<file path="src/shared/mlsf_defs.svh">
// Purpose: constants for the multi-lane serial flash front end
// Assumes: included by its bare name
// Notes:   bit positions inside the configuration bytes
`ifndef MLSF_DEFS_SVH
`define MLSF_DEFS_SVH
// ----------------------------------------
// configuration bit positions
// ----------------------------------------
`define MLSF_EVCR_DUAL_BIT 6
`define MLSF_EVCR_QUAD_BIT 7
// ----------------------------------------
// serial framing
// ----------------------------------------
`define MLSF_BYTE_BITS     4'h8
`define MLSF_FIFO_WIDTH    8
`define MLSF_FIFO_DEPTH    16
`define MLSF_OE_QUAD       4'h0
`define MLSF_OE_DUAL       4'hc
`define MLSF_OE_SINGLE     4'hd
`define MLSF_OE_OFF        4'hf
`endif

</file>
<file path="src/shared/mlsf_pkg.sv">
// Purpose: types for the multi-lane serial flash front end
// Assumes: nothing
// Notes:   protocol enumeration shared by design and bench
package mlsf_pkg;
  typedef enum logic [1:0] {MLSF_EXT, MLSF_DUAL, MLSF_QUAD} mlsf_proto_t;
endpackage

</file>
<file path="src/core/mlsf_front_end.sv">
// Purpose: serial front end of a multi-lane NOR flash (device side)
// Assumes: pins arrive asynchronously and are double synchronised to clk
// Notes:   command decode lives outside; bytes stream in and out here
// Summary of operation
// - accept clock idling low (mode 0) or idling high (mode 3).
// - sample input bits on rising serial clock, present output from falling edge.
// - both clock modes work in extended, two-lane and four-lane protocols.
// - drive output lanes only while chip select active; otherwise release them.
// - default protocol is extended; command byte arrives on lane zero only.
// - volatile write with bit6 low, bit7 high selects two-lane protocol at once.
// - volatile write with bit7 low selects four-lane protocol at once.
// - volatile write with bit6 and bit7 high, or rescue, returns to default protocol; power-on loads the nonvolatile bits.
// - nonvolatile dual bit active, with quad bit still one, starts two-lane protocol at next power-on.
// - nonvolatile quad bit cleared starts four-lane protocol at next power-on.
// - nonvolatile choice applies every power-on until its bit returns to one.
// - four-lane protocol moves command, address and data on four lanes.
// - during supply-powered program or erase, four-lane mode accepts one-lane traffic.
// - when programming supply falls, four-lane protocol resumes.
// - power-on loads protocol from nonvolatile bits; volatile writes override at once.
`include "mlsf_defs.svh"
`timescale 1ns/1ps
`default_nettype none

module mlsf_fifo #(
  parameter int W = 8,
  parameter int D = 16
) (
  input  wire logic         clk,
  input  wire logic         arst_n,
  // filling side
  input  wire logic         in_valid,
  input  wire logic [W-1:0] in_data,
  output var  logic         in_ready_reg,
  // draining side
  output logic              out_valid,
  output logic [W-1:0]      out_data,
  input  wire logic         out_ready
);
  localparam int AW = $clog2(D);
  logic [W-1:0] mem [D];
  logic [AW-1:0] wr_ptr_reg;
  logic [AW-1:0] rd_ptr_reg;
  logic [AW:0]   cnt_reg;
  logic [AW:0]   cnt_next;
  logic          push;
  logic          pop;

  assign out_valid = (cnt_reg != '0);
  assign out_data  = mem[rd_ptr_reg];
  assign push      = in_valid && in_ready_reg;
  assign pop       = out_valid && out_ready;

  always_comb
  begin
    cnt_next = cnt_reg;
    if (push && !pop)
      cnt_next = cnt_reg + 1'b1;
    else if (pop && !push)
      cnt_next = cnt_reg - 1'b1;
  end

  always_ff @(posedge clk)
  begin
    if (push)
      mem[wr_ptr_reg] <= in_data;
  end

  always_ff @(posedge clk or negedge arst_n)
  begin
    if (!arst_n)
    begin
      wr_ptr_reg   <= '0;
      rd_ptr_reg   <= '0;
      cnt_reg      <= '0;
      in_ready_reg <= 1'b0;
    end
    else
    begin
      if (push)
        wr_ptr_reg <= wr_ptr_reg + 1'b1;
      if (pop)
        rd_ptr_reg <= rd_ptr_reg + 1'b1;
      cnt_reg      <= cnt_next;
      in_ready_reg <= (cnt_next != (AW+1)'(D));
    end
  end
endmodule

module mlsf_front_end (
  input  wire logic               clk,
  input  wire logic               arst_n,
  // serial pins
  input  wire logic               sck,
  input  wire logic               cs_n,
  input  wire logic [3:0]         lane_in,
  output var  logic [3:0]         lane_out_reg,
  output var  logic [3:0]         lane_oe_n_reg,
  input  wire logic               vpp_hi,
  // configuration
  input  wire logic               nv_dual_n,
  input  wire logic               nv_quad_n,
  input  wire logic               evcr_wr_stb,
  input  wire logic [7:0]         evcr_wr_data,
  input  wire logic               rescue_stb,
  input  wire logic               pe_busy,
  input  wire logic [3:0]         ext_lanes,
  input  wire logic               tx_en,
  // received byte stream
  output var  logic               rx_valid_reg,
  output var  logic [7:0]         rx_data_reg,
  output var  logic               rx_first_reg,
  // transmit byte stream
  input  wire logic               tx_valid,
  input  wire logic [7:0]         tx_data,
  output logic                    tx_ready,
  // status
  output var  mlsf_pkg::mlsf_proto_t proto_reg,
  output var  mlsf_pkg::mlsf_proto_t eff_proto_reg,
  output var  logic               cpol_reg
);
  import mlsf_pkg::*;

  // ----------------------------------------
  // pin synchronisers
  // ----------------------------------------
  logic       sck_s1, sck_s2, sck_d;
  logic       cs_s1, cs_s2, cs_d;
  logic       vpp_s1, vpp_s2;
  logic [3:0] lane_s1, lane_s2;

  always_ff @(posedge clk or negedge arst_n)
  begin
    if (!arst_n)
    begin
      {sck_s1, sck_s2, sck_d} <= 3'h0;
      {cs_s1, cs_s2, cs_d}    <= 3'h7;
      {vpp_s1, vpp_s2}        <= 2'h0;
      lane_s1                 <= 4'h0;
      lane_s2                 <= 4'h0;
    end
    else
    begin
      sck_s1  <= sck;
      sck_s2  <= sck_s1;
      sck_d   <= sck_s2;
      cs_s1   <= cs_n;
      cs_s2   <= cs_s1;
      cs_d    <= cs_s2;
      vpp_s1  <= vpp_hi;
      vpp_s2  <= vpp_s1;
      lane_s1 <= lane_in;
      lane_s2 <= lane_s1;
    end
  end

  logic cs_act, sck_rise, sck_fall;
  assign cs_act   = !cs_s2;
  assign sck_rise = cs_act && sck_s2 && !sck_d;
  assign sck_fall = cs_act && !sck_s2 && sck_d;

  // ----------------------------------------
  // protocol selection
  // ----------------------------------------
  logic        boot_done_reg;
  mlsf_proto_t nv_proto;
  mlsf_proto_t evcr_proto;
  mlsf_proto_t eff_next;

  always_comb
  begin
    nv_proto = MLSF_EXT;
    if (!nv_quad_n)
      nv_proto = MLSF_QUAD;
    else if (!nv_dual_n)
      nv_proto = MLSF_DUAL;
    evcr_proto = MLSF_EXT;
    if (!evcr_wr_data[`MLSF_EVCR_QUAD_BIT])
      evcr_proto = MLSF_QUAD;
    else if (!evcr_wr_data[`MLSF_EVCR_DUAL_BIT])
      evcr_proto = MLSF_DUAL;
    // one-lane fallback while programming on the external supply
    eff_next = proto_reg;
    if (proto_reg == MLSF_QUAD && pe_busy && vpp_s2)
      eff_next = MLSF_EXT;
  end

  always_ff @(posedge clk or negedge arst_n)
  begin
    if (!arst_n)
    begin
      boot_done_reg <= 1'b0;
      proto_reg     <= MLSF_EXT;
    end
    else if (!boot_done_reg)
    begin
      boot_done_reg <= 1'b1;
      proto_reg     <= nv_proto;
    end
    else if (evcr_wr_stb)
      proto_reg <= evcr_proto;
    else if (rescue_stb)
      proto_reg <= MLSF_EXT;
  end

  always_ff @(posedge clk or negedge arst_n)
  begin
    if (!arst_n)
      eff_proto_reg <= MLSF_EXT;
    else
      eff_proto_reg <= eff_next;
  end

  // ----------------------------------------
  // lane width per bit
  // ----------------------------------------
  logic       first_byte_reg;
  logic [3:0] lw;

  always_comb
  begin
    case (eff_proto_reg)
      MLSF_QUAD: lw = 4'h4;
      MLSF_DUAL: lw = 4'h2;
      MLSF_EXT:  lw = first_byte_reg ? 4'h1 : ext_lanes;
      default:   lw = 4'h1;
    endcase
  end

  // clock polarity seen at frame start
  always_ff @(posedge clk or negedge arst_n)
  begin
    if (!arst_n)
      cpol_reg <= 1'b0;
    else if (cs_d && !cs_s2)
      cpol_reg <= sck_s2;
  end

  // ----------------------------------------
  // receive shifter
  // ----------------------------------------
  logic [7:0] rx_sh_reg;
  logic [7:0] rx_sh_next;
  logic [3:0] rx_cnt_reg;
  logic [3:0] rx_cnt_next;

  always_comb
  begin
    case (lw)
      4'h4:    rx_sh_next = {rx_sh_reg[3:0], lane_s2};
      4'h2:    rx_sh_next = {rx_sh_reg[5:0], lane_s2[1:0]};
      default: rx_sh_next = {rx_sh_reg[6:0], lane_s2[0]};
    endcase
    rx_cnt_next = rx_cnt_reg + lw;
  end

  always_ff @(posedge clk or negedge arst_n)
  begin
    if (!arst_n)
    begin
      rx_sh_reg      <= 8'h00;
      rx_cnt_reg     <= 4'h0;
      first_byte_reg <= 1'b1;
      rx_valid_reg   <= 1'b0;
      rx_data_reg    <= 8'h00;
      rx_first_reg   <= 1'b0;
    end
    else
    begin
      rx_valid_reg <= 1'b0;
      if (!cs_act)
      begin
        rx_cnt_reg     <= 4'h0;
        first_byte_reg <= 1'b1;
      end
      else if (sck_rise)
      begin
        rx_sh_reg <= rx_sh_next;
        if (rx_cnt_next >= `MLSF_BYTE_BITS)
        begin
          rx_cnt_reg     <= 4'h0;
          rx_valid_reg   <= 1'b1;
          rx_data_reg    <= rx_sh_next;
          rx_first_reg   <= first_byte_reg;
          first_byte_reg <= 1'b0;
        end
        else
          rx_cnt_reg <= rx_cnt_next;
      end
    end
  end

  // ----------------------------------------
  // transmit path
  // ----------------------------------------
  logic       fifo_valid;
  logic [7:0] fifo_data;
  logic       fifo_pop;
  logic [7:0] tx_sh_reg;
  logic [3:0] tx_left_reg;
  logic [7:0] tx_byte;
  logic       tx_have;
  logic       tx_slot;
  logic [3:0] lane_mask;
  logic [3:0] lane_bits;

  mlsf_fifo #(
    .W (`MLSF_FIFO_WIDTH),
    .D (`MLSF_FIFO_DEPTH)
  ) u_tx_fifo (
    .clk          (clk),
    .arst_n       (arst_n),
    .in_valid     (tx_valid),
    .in_data      (tx_data),
    .in_ready_reg (tx_ready),
    .out_valid    (fifo_valid),
    .out_data     (fifo_data),
    .out_ready    (fifo_pop)
  );

  assign tx_slot  = sck_fall && tx_en && !first_byte_reg;
  assign fifo_pop = tx_slot && (tx_left_reg == 4'h0);
  assign tx_byte  = (tx_left_reg == 4'h0) ? fifo_data : tx_sh_reg;
  assign tx_have  = (tx_left_reg != 4'h0) || fifo_valid;

  always_comb
  begin
    case (lw)
      4'h4:
      begin
        lane_bits = tx_byte[7:4];
        lane_mask = `MLSF_OE_QUAD;
      end
      4'h2:
      begin
        lane_bits = {2'h0, tx_byte[7:6]};
        lane_mask = `MLSF_OE_DUAL;
      end
      default:
      begin
        lane_bits = {2'h0, tx_byte[7], 1'b0};
        lane_mask = `MLSF_OE_SINGLE;
      end
    endcase
  end

  always_ff @(posedge clk or negedge arst_n)
  begin
    if (!arst_n)
    begin
      tx_sh_reg     <= 8'h00;
      tx_left_reg   <= 4'h0;
      lane_out_reg  <= 4'h0;
      lane_oe_n_reg <= `MLSF_OE_OFF;
    end
    else if (!cs_act)
    begin
      tx_left_reg   <= 4'h0;
      lane_oe_n_reg <= `MLSF_OE_OFF;
    end
    else if (tx_slot)
    begin
      if (tx_have)
      begin
        lane_out_reg  <= lane_bits;
        lane_oe_n_reg <= lane_mask;
        tx_sh_reg     <= tx_byte << lw;
        tx_left_reg   <= ((tx_left_reg == 4'h0) ? `MLSF_BYTE_BITS : tx_left_reg) - lw;
      end
      else
        lane_oe_n_reg <= `MLSF_OE_OFF;
    end
  end
endmodule

`default_nettype wire

</file>
<file path="config.mk">
export PLATFORM = sky130hd
export DESIGN_NAME = mlsf_front_end
export DESIGN_NICKNAME = d
export VERILOG_FILES = /design/src/shared/mlsf_pkg.sv /design/src/core/mlsf_front_end.sv
export VERILOG_INCLUDE_DIRS = /design/src /design/src/shared
export SDC_FILE = /design/constraint.sdc
export NUM_CORES = 1
export LEC_CHECK = 0
export ABC_AREA = 1
export BUFFER_PORTS_ARGS = -buffer_cell sky130_fd_sc_hd__buf_2
export CAP_MARGIN = 20
export CORE_ASPECT_RATIO = 0.7
export CORE_UTILIZATION = 27
export DETAILED_ROUTE_END_ITERATION = 16
export GPL_ROUTABILITY_DRIVEN = 1
export PLACE_DENSITY = 0.39
export SLEW_MARGIN = 20
export SYNTH_ARGS = -nofsm -noshare
export SYNTH_HDL_FRONTEND = slang
export SYNTH_SLANG_ARGS = --single-unit
</file>
<file path="constraint.sdc">
create_clock -name clk -period 1.7 [get_ports clk]
set_input_delay 0.51 -clock clk [delete_from_list [all_inputs] [get_ports clk]]
set_output_delay 0.51 -clock clk [all_outputs]
set_load 0.005 [all_outputs]
</file>
# ---- Word-level counts from Yosys, hierarchy flattened
# Memory sizes are Yosys's and may differ from the RTL's.
# Index checks and enable logic that the tools add are counted.
dict set report totals {
  register_bits 78
  mem_bits_rw 128
  input_bits 36
  out_inout_bits 24
  word_cells 113
  memories 1
}
# name words width read_ports rd_clocked_by_memory_dff write_ports line_no
set memory_table {}
lappend memory_table {u_tx_fifo.mem 16 8 1 0 1 mlsf_front_end.sv:40} ;# logic [W-1:0] mem [D];
dict set report classes {
  n_addsub 6
  n_lt_le_gt_ge 1
  n_eq_ne 7
  shift 1
  n_mux 34
  n_bitwise 1
  n_reduce_logical 34
}
# op count
set op_table {}
lappend op_table {{4-bit two-way mux} 11}
lappend op_table {{4-bit one-hot mux with 2 select lines} 2}
lappend op_table {{8-bit one-hot mux with 2 select lines} 1}
lappend op_table {{1-bit logical AND} 14}
lappend op_table {{2-bit two-way mux} 6}
lappend op_table {{4-bit one-hot mux with 3 select lines} 1}
lappend op_table {{1-bit two-way mux} 10}
lappend op_table {{5-bit two-way mux} 2}
lappend op_table {{4-bit by 1-bit adder with 4-bit output (second input constant)} 2}
lappend op_table {{8-bit two-way mux} 1}
lappend op_table {{2-bit nonzero test} 4}
lappend op_table {{8-bit by 4-bit left shift with 8-bit output} 1}
lappend op_table {{1-bit zero test} 6}
lappend op_table {{2-bit AND reduction} 3}
lappend op_table {{3-bit AND reduction} 2}
lappend op_table {{5-bit by 1-bit adder with 5-bit output (second input constant)} 1}
lappend op_table {{5-bit != test (second input constant)} 1}
lappend op_table {{5-bit nonzero test} 1}
lappend op_table {{5-bit by 1-bit subtractor with 5-bit output (second input constant)} 1}
lappend op_table {{4-bit adder} 1}
lappend op_table {{2-bit == test (second input constant)} 2}
lappend op_table {{4-bit by 2-bit == test with 1-bit output (second input constant)} 1}
lappend op_table {{4-bit by 3-bit == test with 1-bit output (second input constant)} 1}
lappend op_table {{4-bit >= comparator (second input constant)} 1}
lappend op_table {{8 further kinds} 8}

# ---- Logic depth before layout (Yosys ltp)
# Gate-level depths: netlist of run 1.
dict set report depth {
  word_depth 11
  ltp_mapped 16
  ltp_nobuf 15
}

# ---- Modules after synthesis
# A second synthesis of run 1 with hierarchy kept.
dict set report unflattened {
  cells_unflattened 908
  area_unflattened_um2 9290.2
}
# mod instances cells_each area_each_um2 seq_area_each_um2
set modules_own_cells {}
lappend modules_own_cells {mlsf_fifo 1 493 5989.5 4194.0}
lappend modules_own_cells {mlsf_front_end 1 415 3300.7 1585.3}

# ---- Least setup slack after synthesis of run 1
# No wires, ideal clock.
dict set report synth_path {
  kind {register to register}
  from {register first_byte_reg}
  to {register tx_left_reg[2]}
  setup_time_ns 0.101
  arrival_ns 1.743
  required_ns 1.599
  path_slack_ns -0.144
  path_stages_with_launch 12
  n_path_buf 1
  synth_period_minus_slack_ns 1.844
  cell_sequence {dfstp_2 -> inv_2 -> nand3_2 -> nand2_2 -> nand2_4 -> buf_2 -> nand2_1 -> inv_1 -> nor2_1 -> ha_1 -> o21a_1 -> o32ai_1}
}
dict set report synth_via {
  elab_chain_len 6
  word_cells_on_any_way 10
  cone_classes {1 x add/sub; 5 x mux; 4 x reduce/logical}
}
# element line_no
set synth_rtl {}
lappend synth_rtl {{from (decl)} mlsf_front_end.sv:216} ;# logic first_byte_reg;
lappend synth_rtl {{from (signal assigned)} mlsf_front_end.sv:262} ;# first_byte_reg <= 1'b1;
lappend synth_rtl {{from (signal assigned)} mlsf_front_end.sv:273} ;# first_byte_reg <= 1'b1;
lappend synth_rtl {{from (signal assigned)} mlsf_front_end.sv:284} ;# first_byte_reg <= 1'b0;
lappend synth_rtl {{4-bit two-way mux} mlsf_front_end.sv:224} ;# MLSF_EXT: lw = first_byte_reg ? 4'h1 : ext_lanes;
lappend synth_rtl {{4-bit one-hot mux with 3 select lines} mlsf_front_end.sv:221} ;# case (eff_proto_reg)
lappend synth_rtl {{4-bit subtractor} mlsf_front_end.sv:367} ;# tx_left_reg <= ((tx_left_reg == 4'h0) ? `MLSF_BYTE_BITS : tx_left_reg) - lw;
lappend synth_rtl {{4-bit two-way mux} mlsf_front_end.sv:362} ;# if (tx_have)
lappend synth_rtl {{4-bit two-way mux} mlsf_front_end.sv:360} ;# else if (tx_slot)
lappend synth_rtl {{4-bit two-way mux} mlsf_front_end.sv:355} ;# else if (!cs_act)
lappend synth_rtl {{to (signal assigned)} mlsf_front_end.sv:367}
lappend synth_rtl {{to (decl)} mlsf_front_end.sv:299} ;# logic [3:0] tx_left_reg;
# Several ways; a longest one is shown, not always the timed one. The select of a mux whose other input is x is not followed.
# A chain may end at the register's enable or synchronous reset.

# ---- Worst setup path after layout of run 1
dict set report layout_path {
  from {register first_byte_reg}
  to {register rx_sh_reg[3]}
}
dict set report layout_via {
  elab_chain_len 4
  word_cells_on_any_way 5
  cone_classes {2 x eq/ne; 3 x mux}
}
# element line_no
set layout_rtl {}
lappend layout_rtl {{4-bit two-way mux *} mlsf_front_end.sv:224}
lappend layout_rtl {{4-bit one-hot mux with 3 select lines *} mlsf_front_end.sv:221}
lappend layout_rtl {{4-bit by 2-bit == test with 1-bit output or 4-bit by 3-bit == test with 1-bit output (tied branches)} mlsf_front_end.sv:248} ;# case (lw)
lappend layout_rtl {{8-bit one-hot mux with 2 select lines *} mlsf_front_end.sv:248}
lappend layout_rtl {{to (signal assigned)} mlsf_front_end.sv:277} ;# rx_sh_reg <= rx_sh_next;
lappend layout_rtl {{to (decl)} mlsf_front_end.sv:241} ;# logic [7:0] rx_sh_reg;
# Every way passes the cells marked *; elsewhere a longest branch is shown, timed or not.

==> metrics.txt, run 1 <==
crit-path cells clkinv_4 -> nand3_4 -> nand2_4 -> nand2_8 -> buf_8 -> nor3_4 -> buf_6 -> nor2_4 -> inv_2 -> o221ai_2 -> nand2_1 -> o21ai_1; Startpoint Class register; area delta synth->final 42.4%; clock sinks just over 200; Critical Path End rx_sh_reg[3]; Yosys warnings 0; crit share post-route 112%; RSZ-0062 raised after global routing true; worst hold path class in2reg; Tmin final approximately 1.9 ns; crit-path max FO 7; Crit path depth 12; total wire length 25,600 um; Worst Clk Skew 0.0199 ns; Slew Limit Fails 0; # fillers approximately 3.1k; routed vias/inst 4.43; Post-Syn Nets 928; Power Density about 1100 mW/mm^2; ant diodes 0; r2r endpoint rx_sh_reg[3]; worst setup path start first_byte_reg; crit path DAT 2.36 ns; CTS tree done; # port buffers 53; failing checks setup timing; die height approximately 160 um; Reg power frac 44.2%; Cell Rows 55; Max Fclk 523 MHz; # H-tree levels 1; Final Non-Filler Cells 1,510; Int Pwr 9820 uW; die width about 220 um; commonest non-fill, non-tap cell in the layout nand2_1; Post-Place Cells 1,434; Post-Syn Area per Cell roughly 10 um^2; number of synthesized register bits 205; clock power share around a third; register area share after synthesis roughly 64%; Worst path max stage delay roughly 0.57 ns; worst hold slack 0.0818 ns; initial antenna violation count 0; worst path bufs/invs 4; R2R setup slack -0.21 ns; Post-DP HPWL 16,800 um; max-cap violation count 0; DRC violations left 0; Core Footprint 0.0327 mm^2; status complete, but fails checks; IO Pins 60; die footprint 0.0343 mm^2; Hold Vio Cnt, Final 0; Leak 0.00534 uW; CTS Buf Count 23; max reg flops 128; layout cells sized above 1 43.3%; total track usage 15.0%; largest area contributor in the netlist edfxtp_1; Cells after Synth 879; Final ANT Viol Nets 0; switching portion of total power 29.1%; NetSw 4040 uW; largest net degree at the start of global routing 37; required time worst endpoint 2.15 ns; Cell variety after synth between 40 and 50; clk_lat worst skew 0.53 ns; routed len/inst 16.9 um; Clock transition at path regs 0.06 ns; Synth Cell Area 0.00907 mm^2; CP top delay family flip-flops; Logic pwr share approximately a fifth; Via Count ~6.7k; CP max-delay cell dfstp_2; DR iter-0 viols 334; VDD IR max 0.628 mV; number of global-route vias before repair ~6.4k; FF-to-FF Start first_byte_reg; nets about 1.1k; Bufs on Longest Clock Path 3; top cells by area, synth edfxtp_1 42%, dfrtp_1 19%, nand2_1 11%; top-area cell type share of the netlist area 42.4%; Reg2Reg Depth 12; most frequent cells in the layout 208 x nand2_1, 128 x edfxtp_1, 96 x buf_4; GRT overflow 0; final RePlAce weighted congestion 0.791; utilization after layout 39.5%; crit path capture type register; setup violators final 36; global-route wire length before repair 39,100 um; Root Buffer clkbuf_16; Initial Util 27.7%; first drt pass iteration count 5; final setup margin -0.210 ns; Crit Path Category reg2reg
==> worst min path at each step <==
stage	from	to	cells past startpoint	slack (ns)
2_1_floorplan	arst_n	boot_done_reg	0	0.21
3_3_place_gp	vpp_s1	vpp_s2	0	0.33
3_5_place_dp	lane_s1[2]	lane_s2[2]	0	0.34
4_1_cts	cs_n	cs_s1	1	0.05
5_1_grt	cs_n	cs_s1	1	0.04
6_report	cs_n	cs_s1	1	0.08
==> timing repair <==
action | CTS | global route
resized for setup | 152 | 133
pin swaps | 71 | 60
hold endpoints to repair | 10 | 0
hold buffers | 1 | 0
buffers inserted | 18 | 11
gates cloned | 10 | 0
setup endpoints to repair | 47 | 49
==> synth_stat cells (all sizes together) <==
cell type,n
a21oi,7
edfxtp,128
xor2,12
o32ai,1
o21ai,31
inv,66
o22ai,4
nor2,51
dfrtp,70
o21bai,1
or2,4
and2,1
o21a,1
xnor2,1
ha,13
o221ai,5
dfstp,7
nand2,273
nand3,142
nand4,6
conb,1
buf,27
nor3,10
a32o,1
o211ai,3
clkinv,3
nand3b,2
a31oi,2
clkbuf,6
==> layout make-up <==
cell class / instances / area (um^2) / area share [%]
Sequential cell: 205 / 5780 / 44.8
Clock buffer: 28 / 617 / 4.78
Inverter: 69 / 304 / 2.36
Tap cell: 427 / 534 / 4.14
Multi-Input combinational cell: 572 / 3770 / 29.2
Clock inverter: 14 / 108 / 0.833
Timing Repair Buffer: 195 / 1790 / 13.9
==> routing by layer <==
metal / vias up / part of all wire [%] / track usage [%] / wire, um
li1: 3363 / - / - / -
met1: 3222 / 56 / 24.6 / 14300
met2: 86 / 39 / 20.0 / 9940
met3: 22 / 3.8 / 2.57 / 967
met4: 0 / 1.3 / 2.93 / 326
met5: - / 0 / 0 / 0
==> worst reg2reg max path: stages, from the launching register on <==
cell and delay (ns):
dfstp_2 0.57, clkinv_4 0.09, nand3_4 0.09, nand2_4 0.06
nand2_8 0.10, buf_8 0.14, nor3_4 0.04, buf_6 0.13
nor2_4 0.20, inv_2 0.10, o221ai_2 0.20, nand2_1 0.08
o21ai_1 0.07
==> power by group through the flow <==
stage / registers, uW / logic, uW / clock network (uW)
floorplan: 6170 / 1260 / 0
finish: 6130 / 2850 / 4890
detailed placement: 6200 / 2310 / 0
global placement: 6190 / 2330 / 0
global route: 6180 / 3170 / 5240
CTS: 6110 / 2620 / 5030
==> cells by family after synthesis <==
| logic type | share of synthesized area [%] |
|---|---|
| other | 0.0414 |
| AOI/OAI and AO/OA | 3.88 |
| DFF | 63.7 |
| adders and majority gates | 1.79 |
| xor gates and xnor gates | 1.26 |
| and+or+nand+nor | 24.2 |
| buffers and inverters | 5.11 |
==> through the flow <==
| stage | TNS (ns) | setup slack [ns] | area (um^2) | total power [uW] |
|---|---|---|---|---|
| floorplan | -0.251 | -0.0474 | 9110 | 7430 |
| detailed placement | -10.78 | -0.382 | 10700 | 8510 |
| CTS | -4.86 | -0.218 | 12300 | 13800 |
| finish | -5.04 | -0.210 | 12900 | 13900 |
| global route | -9.38 | -0.322 | 12900 | 14600 |
| global placement | -11.47 | -0.382 | 10700 | 8520 |
Note: power is estimated with default switching activity, not from simulation.
==> inputs of run 2 (changes only) <==
--- a/config.mk
+++ b/config.mk
@@ -6,14 +6,17 @@
 export SDC_FILE = /design/constraint.sdc
 export NUM_CORES = 1
 export LEC_CHECK = 0
-export ABC_AREA = 1
+export ABC_AREA = 0
 export BUFFER_PORTS_ARGS = -buffer_cell sky130_fd_sc_hd__buf_2
 export CAP_MARGIN = 20
+export CELL_PAD_IN_SITES_DETAIL_PLACEMENT = 1
+export CELL_PAD_IN_SITES_GLOBAL_PLACEMENT = 1
 export CORE_ASPECT_RATIO = 0.7
+export CORE_MARGIN = 2
 export CORE_UTILIZATION = 27
 export DETAILED_ROUTE_END_ITERATION = 16
 export GPL_ROUTABILITY_DRIVEN = 1
-export PLACE_DENSITY = 0.39
+export PLACE_DENSITY = 0.45
 export SLEW_MARGIN = 20
 export SYNTH_ARGS = -nofsm -noshare
 export SYNTH_HDL_FRONTEND = slang
==> metrics.txt, run 2 <==
status complete, but fails checks; failing checks setup timing; DRC violations left 0 (unchanged); final setup margin -0.895 ns (-0.684 ns); die width 220 um (-0.32%); crit path capture type register; Crit Path Category reg2reg; worst hold path class in2reg; Via Count 5,840 (-13%); Post-DP HPWL 17,300 um (+3.1%); GRT overflow 0 (unchanged); Cell variety after synth 71 (+51%); Initial Util 27.4% (-0.34 points); clock sinks 205 (unchanged); DR iter-0 viols 338 (+1.2%); initial antenna violation count 0 (unchanged); crit share post-route 153% (+40 points); Power Density 1160 mW/mm^2 (+8.3%); Post-synth top flop edfxtp_1; worst path bufs/invs 3 (-1); largest area contributor in the netlist edfxtp_1; setup_tns -28.33 ns (-23.28 ns); total track usage 15.5% (+0.46 points); RSZ-0062 raised after global routing true; number of global-route vias before repair 6,499 (+2.3%); Slew Limit Fails 0 (unchanged); routed vias/inst 4.68 (+5.6%); most frequent cells in the layout 128 x edfxtp_1, 108 x buf_4, 65 x dfrtp_1; CTS tree done; top cells by area, synth edfxtp_1 43%, dfrtp_1 20%, mux4_2 6.4%; placed inst area 0.0107 mm^2 (+0.82%); CP top delay family adder cells; Final Non-Filler Cells 1,248 (-17%); Post-Syn Area per Cell 15.1 um^2 (+47%); CP max-delay cell dfrtp_1; Cell Rows 55 (unchanged); crit-path max FO 5 (-2); Core Footprint 0.0323 mm^2 (-1.3%); Post-Place Cells 1,157 (-19%); Leak 0.00495 uW (-7.4%); setup violators final 49 (+36%); die height 155 um (about the same); total power 14,900 uW (+7.7%); Clock transition at path regs 0.06 ns (about the same); # fillers 3,251 (+3.3%); nets 852 (-24%); Tmin final 2.59 ns (+0.684 ns); register area share after synthesis 65.3% (+1.6 points); final RePlAce weighted congestion 0.802 (+1.5%); commonest non-fill, non-tap cell in the layout edfxtp_1; commonest cells in the netlist 128 x edfxtp_1, 70 x dfrtp_1, 43 x nand2_1; Post-Syn Nets 634 (-32%); area delta synth->final 45.1%; Post-synth EDFFs 128 (unchanged); ant diodes 0 (unchanged); VDD IR max 0.662 mV (+5.5%); crit-path cells or2_1 -> o21a_1 -> inv_2 -> ha_4 -> maj3_2 -> maj3_2 -> xnor2_4 -> nor3_4 -> buf_4 -> buf_12 -> mux2_4; max-cap violation count 0 (unchanged); Yosys warnings 0 (unchanged); most frequent cell after synthesis edfxtp_1; crit path DAT 3.00 ns (+0.64 ns); global-route wire length before repair 39,600 um (+1.3%); Worst Clk Skew 0.0141 ns (-0.00580 ns); Worst path max stage delay 0.41 ns (-0.16 ns); Root Buffer clkbuf_16; layout cells sized above 1 54.1% (+11 points); critical path's most frequent cell maj3_2; Async SR Flop Fraction 37.6% (unchanged); clk_lat worst skew 0.53 ns (about the same); required time worst endpoint 2.11 ns (-0.04 ns); total wire length 26,000 um (+1.5%); Synth Cell Area 0.00884 mm^2 (-2.5%); Final Instance Area 0.0128 mm^2 (-0.56%); Final ANT Viol Nets 0 (unchanged); Hold Vio Cnt, Final 0 (unchanged); Max Fclk 385 MHz (-26%); Startpoint Class register; top-area cell type share of the netlist area 43.5% (+1.1 points); # H-tree levels 1 (unchanged); die footprint 0.0342 mm^2 (-0.25%); max reg flops 128 (unchanged); # port buffers 53 (unchanged); IO Pins 60 (unchanged); CTS Buf Count 24 (+4.3%); number of synthesized register bits 205 (unchanged); routed len/inst 20.8 um (+23%); largest net degree at the start of global routing 35 (-5.4%); Cells after Synth 585 (-33%); Bufs on Longest Clock Path 3 (unchanged); worst hold slack 0.0836 ns (+0.00182 ns); first drt pass iteration count 4 (-1)
-- run 2: cell types whose count changed after synthesis, moves of 10 or more --
cell,before,now
mux4_2,0,25
inv_1,55,11
mux2i_1,0,22
nand3_1,140,10
mux2_2,0,18
xnor2_1,1,12
inv_2,10,0
and2_1,1,14
nor2b_1,0,10
nand2_1,266,43
nor2_1,42,20
-- run 2: what timing repair did --
item,in CTS,in global routing
buffers inserted,34,21
setup endpoints to repair,53,119
hold buffers,1,0
pin swaps,40,42
cloned,2,1
gates resized for setup,119,89
hold endpoints to repair,16,0
-- run 2: kinds of logic (layout without fill, tap and decap cells) --
family,Yosys count,after routing,synth area share (%)
buffers and inverters,39,275,2.25
muxes,73,73,12.5
adders and majority gates,16,16,2.21
and+or+nand+nor,147,147,9.27
DFF,205,205,65.3
xor gates and xnor gates,18,18,1.87
AOI/OAI and AO/OA,86,86,6.52
other,1,1,0.0424
-- run 2: metrics by stage --
step / setup slack [ns] / utilization, %
2_1_floorplan: -1.00 / -
3_3_place_gp: -1.02 / 33.3
3_5_place_dp: -1.01 / 33.3
4_1_cts: -0.813 / 38.4
5_1_grt: -0.993 / 39.8
6_report: -0.895 / 39.8
-- run 2: final cells by class --
class	count	area, um^2	area share (%)
flip-flops and latches	205	5790	45.1
multi-input cells	341	3640	28.4
repair buffers	220	1980	15.5
clock buffers	34	736	5.73
well taps	427	534	4.16
clock inverters	10	110	0.858
inverters	11	46.3	0.361
-- run 2: power by group --
group	internal (uW)	switching (uW)	leakage, uW	total (uW)
Clock	3330	2110	0.000420	5430
Combinational	1660	1580	0.00241	3240
Sequential	5910	339	0.00212	6250
-- run 2: layer usage --
| metal | GRT usage, % | wire length (um) |
|---|---|---|
| met3 | 2.33 | 943 |
| met2 | 23.6 | 11900 |
| met1 | 23.1 | 12600 |
| met4 | 3.42 | 486 |
| met5 | 0 | 0 |
-- run 2: worst paths after layout --
kind / startpoint / slack [ns] / cells after the start / end
worst min-delay path: cs_n / 0.08 / 1 / cs_s1
worst max-delay path: eff_proto_reg[1] / -0.89 / 11 / rx_data_reg[1]
max in group asynchronous: arst_n / 0.72 / 3 / cs_d
min in group asynchronous: arst_n / 0.44 / 2 / eff_proto_reg[1]
worst max register to register: eff_proto_reg[1] / -0.89 / 11 / rx_data_reg[1]
worst min register to register: cs_s1 / 0.35 / 0 / cs_s2
-- run 2: worst reg2reg max path: stages (launching register included) --
cell	delay (ns)
dfrtp_1	0.41
or2_1	0.16
o21a_1	0.17
inv_2	0.07
ha_4	0.16
maj3_2	0.29
maj3_2	0.35
xnor2_4	0.15
nor3_4	0.15
buf_4	0.15
buf_12	0.12
mux2_4	0.30
==> inputs of run 3 (changes only) <==
--- a/config.mk
+++ b/config.mk
@@ -12,8 +12,9 @@
 export CELL_PAD_IN_SITES_DETAIL_PLACEMENT = 1
 export CELL_PAD_IN_SITES_GLOBAL_PLACEMENT = 1
 export CORE_ASPECT_RATIO = 0.7
-export CORE_MARGIN = 2
+export CORE_MARGIN = 1
 export CORE_UTILIZATION = 27
+export CTS_CLUSTER_DIAMETER = 40
 export DETAILED_ROUTE_END_ITERATION = 16
 export GPL_ROUTABILITY_DRIVEN = 1
 export PLACE_DENSITY = 0.45
==> metrics.txt, run 3 (synthesis gave the netlist of run 2 again) <==
number of global-route vias before repair 6,565 (+1.0%); clk_lat worst skew 0.58 ns (+0.05 ns); commonest non-fill, non-tap cell in the layout edfxtp_1; Max Fclk 386 MHz (+0.21%); final RePlAce weighted congestion 0.799 (-0.46%); Core Footprint 0.0323 mm^2 (unchanged); max-cap violation count 0 (unchanged); Initial Util 27.4% (unchanged); layout cells sized above 1 54.3% (+0.26 points); Crit Path Category reg2reg; worst hold path class in2reg; global-route wire length before repair 39,700 um (+0.24%); utilization after layout 40.5% (+0.72 points); failing checks setup timing; required time worst endpoint 2.15 ns (+0.04 ns); Cell Rows 55 (unchanged); IO Pins 60 (unchanged); total track usage 15.8% (+0.31 points); status complete, but fails checks; max reg flops 128 (unchanged); CTS Buf Count 31 (+29%); Final ANT Viol Nets 0 (unchanged); Clock transition at path regs 0.06 ns (about the same); RSZ-0062 raised after global routing true; setup violators final 53 (+8.2%); Startpoint Class register; CTS tree done; worst-margin pin slew 0.565 ns; die width 218 um (-0.91%); Hold Vio Cnt, Final 0 (unchanged); Post-DP HPWL 17,500 um (+0.81%); crit path DAT 3.04 ns (+0.04 ns); clock sinks 205 (unchanged); first drt pass iteration count 6 (+2); Tmin final 2.59 ns (-0.00539 ns); die footprint 0.0335 mm^2 (-2.2%); Slew HR 62.4%; # H-tree levels 1 (unchanged); most frequent cells in the layout 128 x edfxtp_1, 110 x buf_4, 65 x dfrtp_1; ant diodes 0 (unchanged); initial antenna violation count 0 (unchanged); Bufs on Longest Clock Path 3 (unchanged); Leak 0.00505 uW (+2.0%); area delta synth->final 47.8%; largest net degree at the start of global routing 28 (-20%); Root Buffer clkbuf_16; # port buffers 53 (unchanged); crit share post-route 152% (-0.32 points); routed vias/inst 4.63 (-1.1%); # fillers 3,194 (-1.8%); Worst Clk Skew 0.0283 ns (+0.0142 ns); crit path capture type register; final setup margin -0.889 ns (+0.00539 ns); Via Count 5,870 (+0.51%); nets 865 (+1.5%); routed len/inst 20.2 um (-2.8%); VDD IR max 0.684 mV (+3.3%); Power Density 1210 mW/mm^2 (+3.9%); DR iter-0 viols 298 (-12%); die height 153 um (-1.3%); total power 15,800 uW (+5.8%); DRC violations left 0 (unchanged); crit-path max FO 6 (+1); total wire length 25,600 um (-1.2%); GRT overflow 0 (unchanged); Slew Limit Fails 0 (unchanged)
## run 3: report_power, final
part | internal, uW | switching [uW]
clock network | 3790 | 2630
registers | 5910 | 306
logic | 1610 | 1550
## run 3: layer usage
layer / track usage (%) / vias to the layer above / part of all wire (%)
met3: 2.73 / 34 / 3.4
met2: 23.9 / 67 / 46
met5: 0 / - / 0
met1: 23.5 / 3074 / 49
li1: - / 2695 / -
met4: 3.20 / 0 / 1.6
## run 3: path summary, 6_finish.rpt
check                      depth (start not counted)              from             end  slack (ns)
setup / recovery                                  11  eff_proto_reg[0]  rx_data_reg[1]       -0.89
hold / removal                                     1        lane_in[0]      lane_s1[0]        0.05
setup reg to reg                                  11  eff_proto_reg[0]  rx_data_reg[1]       -0.89
hold reg to reg                                    0        lane_s1[3]      lane_s2[3]        0.35
max in group asynchronous                          3            arst_n      lane_s2[2]        0.69
min in group asynchronous                          2            arst_n   boot_done_reg        0.41
## run 3: stage by stage
stage / setup TNS (ns) / hold WS (ns) / cells / instance area, um^2 / worst slack, ns
global placement: -36.98 / 0.333 / 1168 / 10800 / -1.00
CTS: -27.40 / 0.0255 / 1252 / 12600 / -0.846
floorplan: -22.13 / 0.214 / 585 / 8960 / -1.00
finish: -28.40 / 0.0519 / 1268 / 13100 / -0.889
detailed placement: -42.41 / 0.336 / 1168 / 10800 / -1.02
global route: -34.13 / 0.0359 / 1268 / 13100 / -1.05
## run 3: critical path, stage by stage (launching register included)
cell and delay [ns]:
dfrtp_1 0.38, or2_1 0.15, o21a_1 0.18, inv_2 0.07
ha_4 0.16, maj3_2 0.30, maj3_2 0.36, xnor2_4 0.16
nor3_4 0.13, buf_4 0.15, buf_12 0.12, mux2_4 0.29
## run 3: area by class of cell
| cell class | count | area, um^2 | area share [%] |
|---|---|---|---|
| sequential | 205 | 5790 | 44.3 |
| tap | 427 | 534 | 4.09 |
| multi-input combinational | 341 | 3580 | 27.4 |
| timing repair buffer | 226 | 2070 | 15.8 |
| clock buffer | 32 | 779 | 5.96 |
| clock inverter | 26 | 280 | 2.14 |
| inverter | 11 | 43.8 | 0.335 |
## run 3: repair_timing
action / in CTS / in global routing
endpoints found under the hold margin: 21 / 0
hold buffers: 3 / 0
pin swaps: 31 / 46
setup buffers: 22 / 22
endpoints found under the setup margin: 53 / 70
gates resized for setup: 111 / 84
cloned: 2 / 0
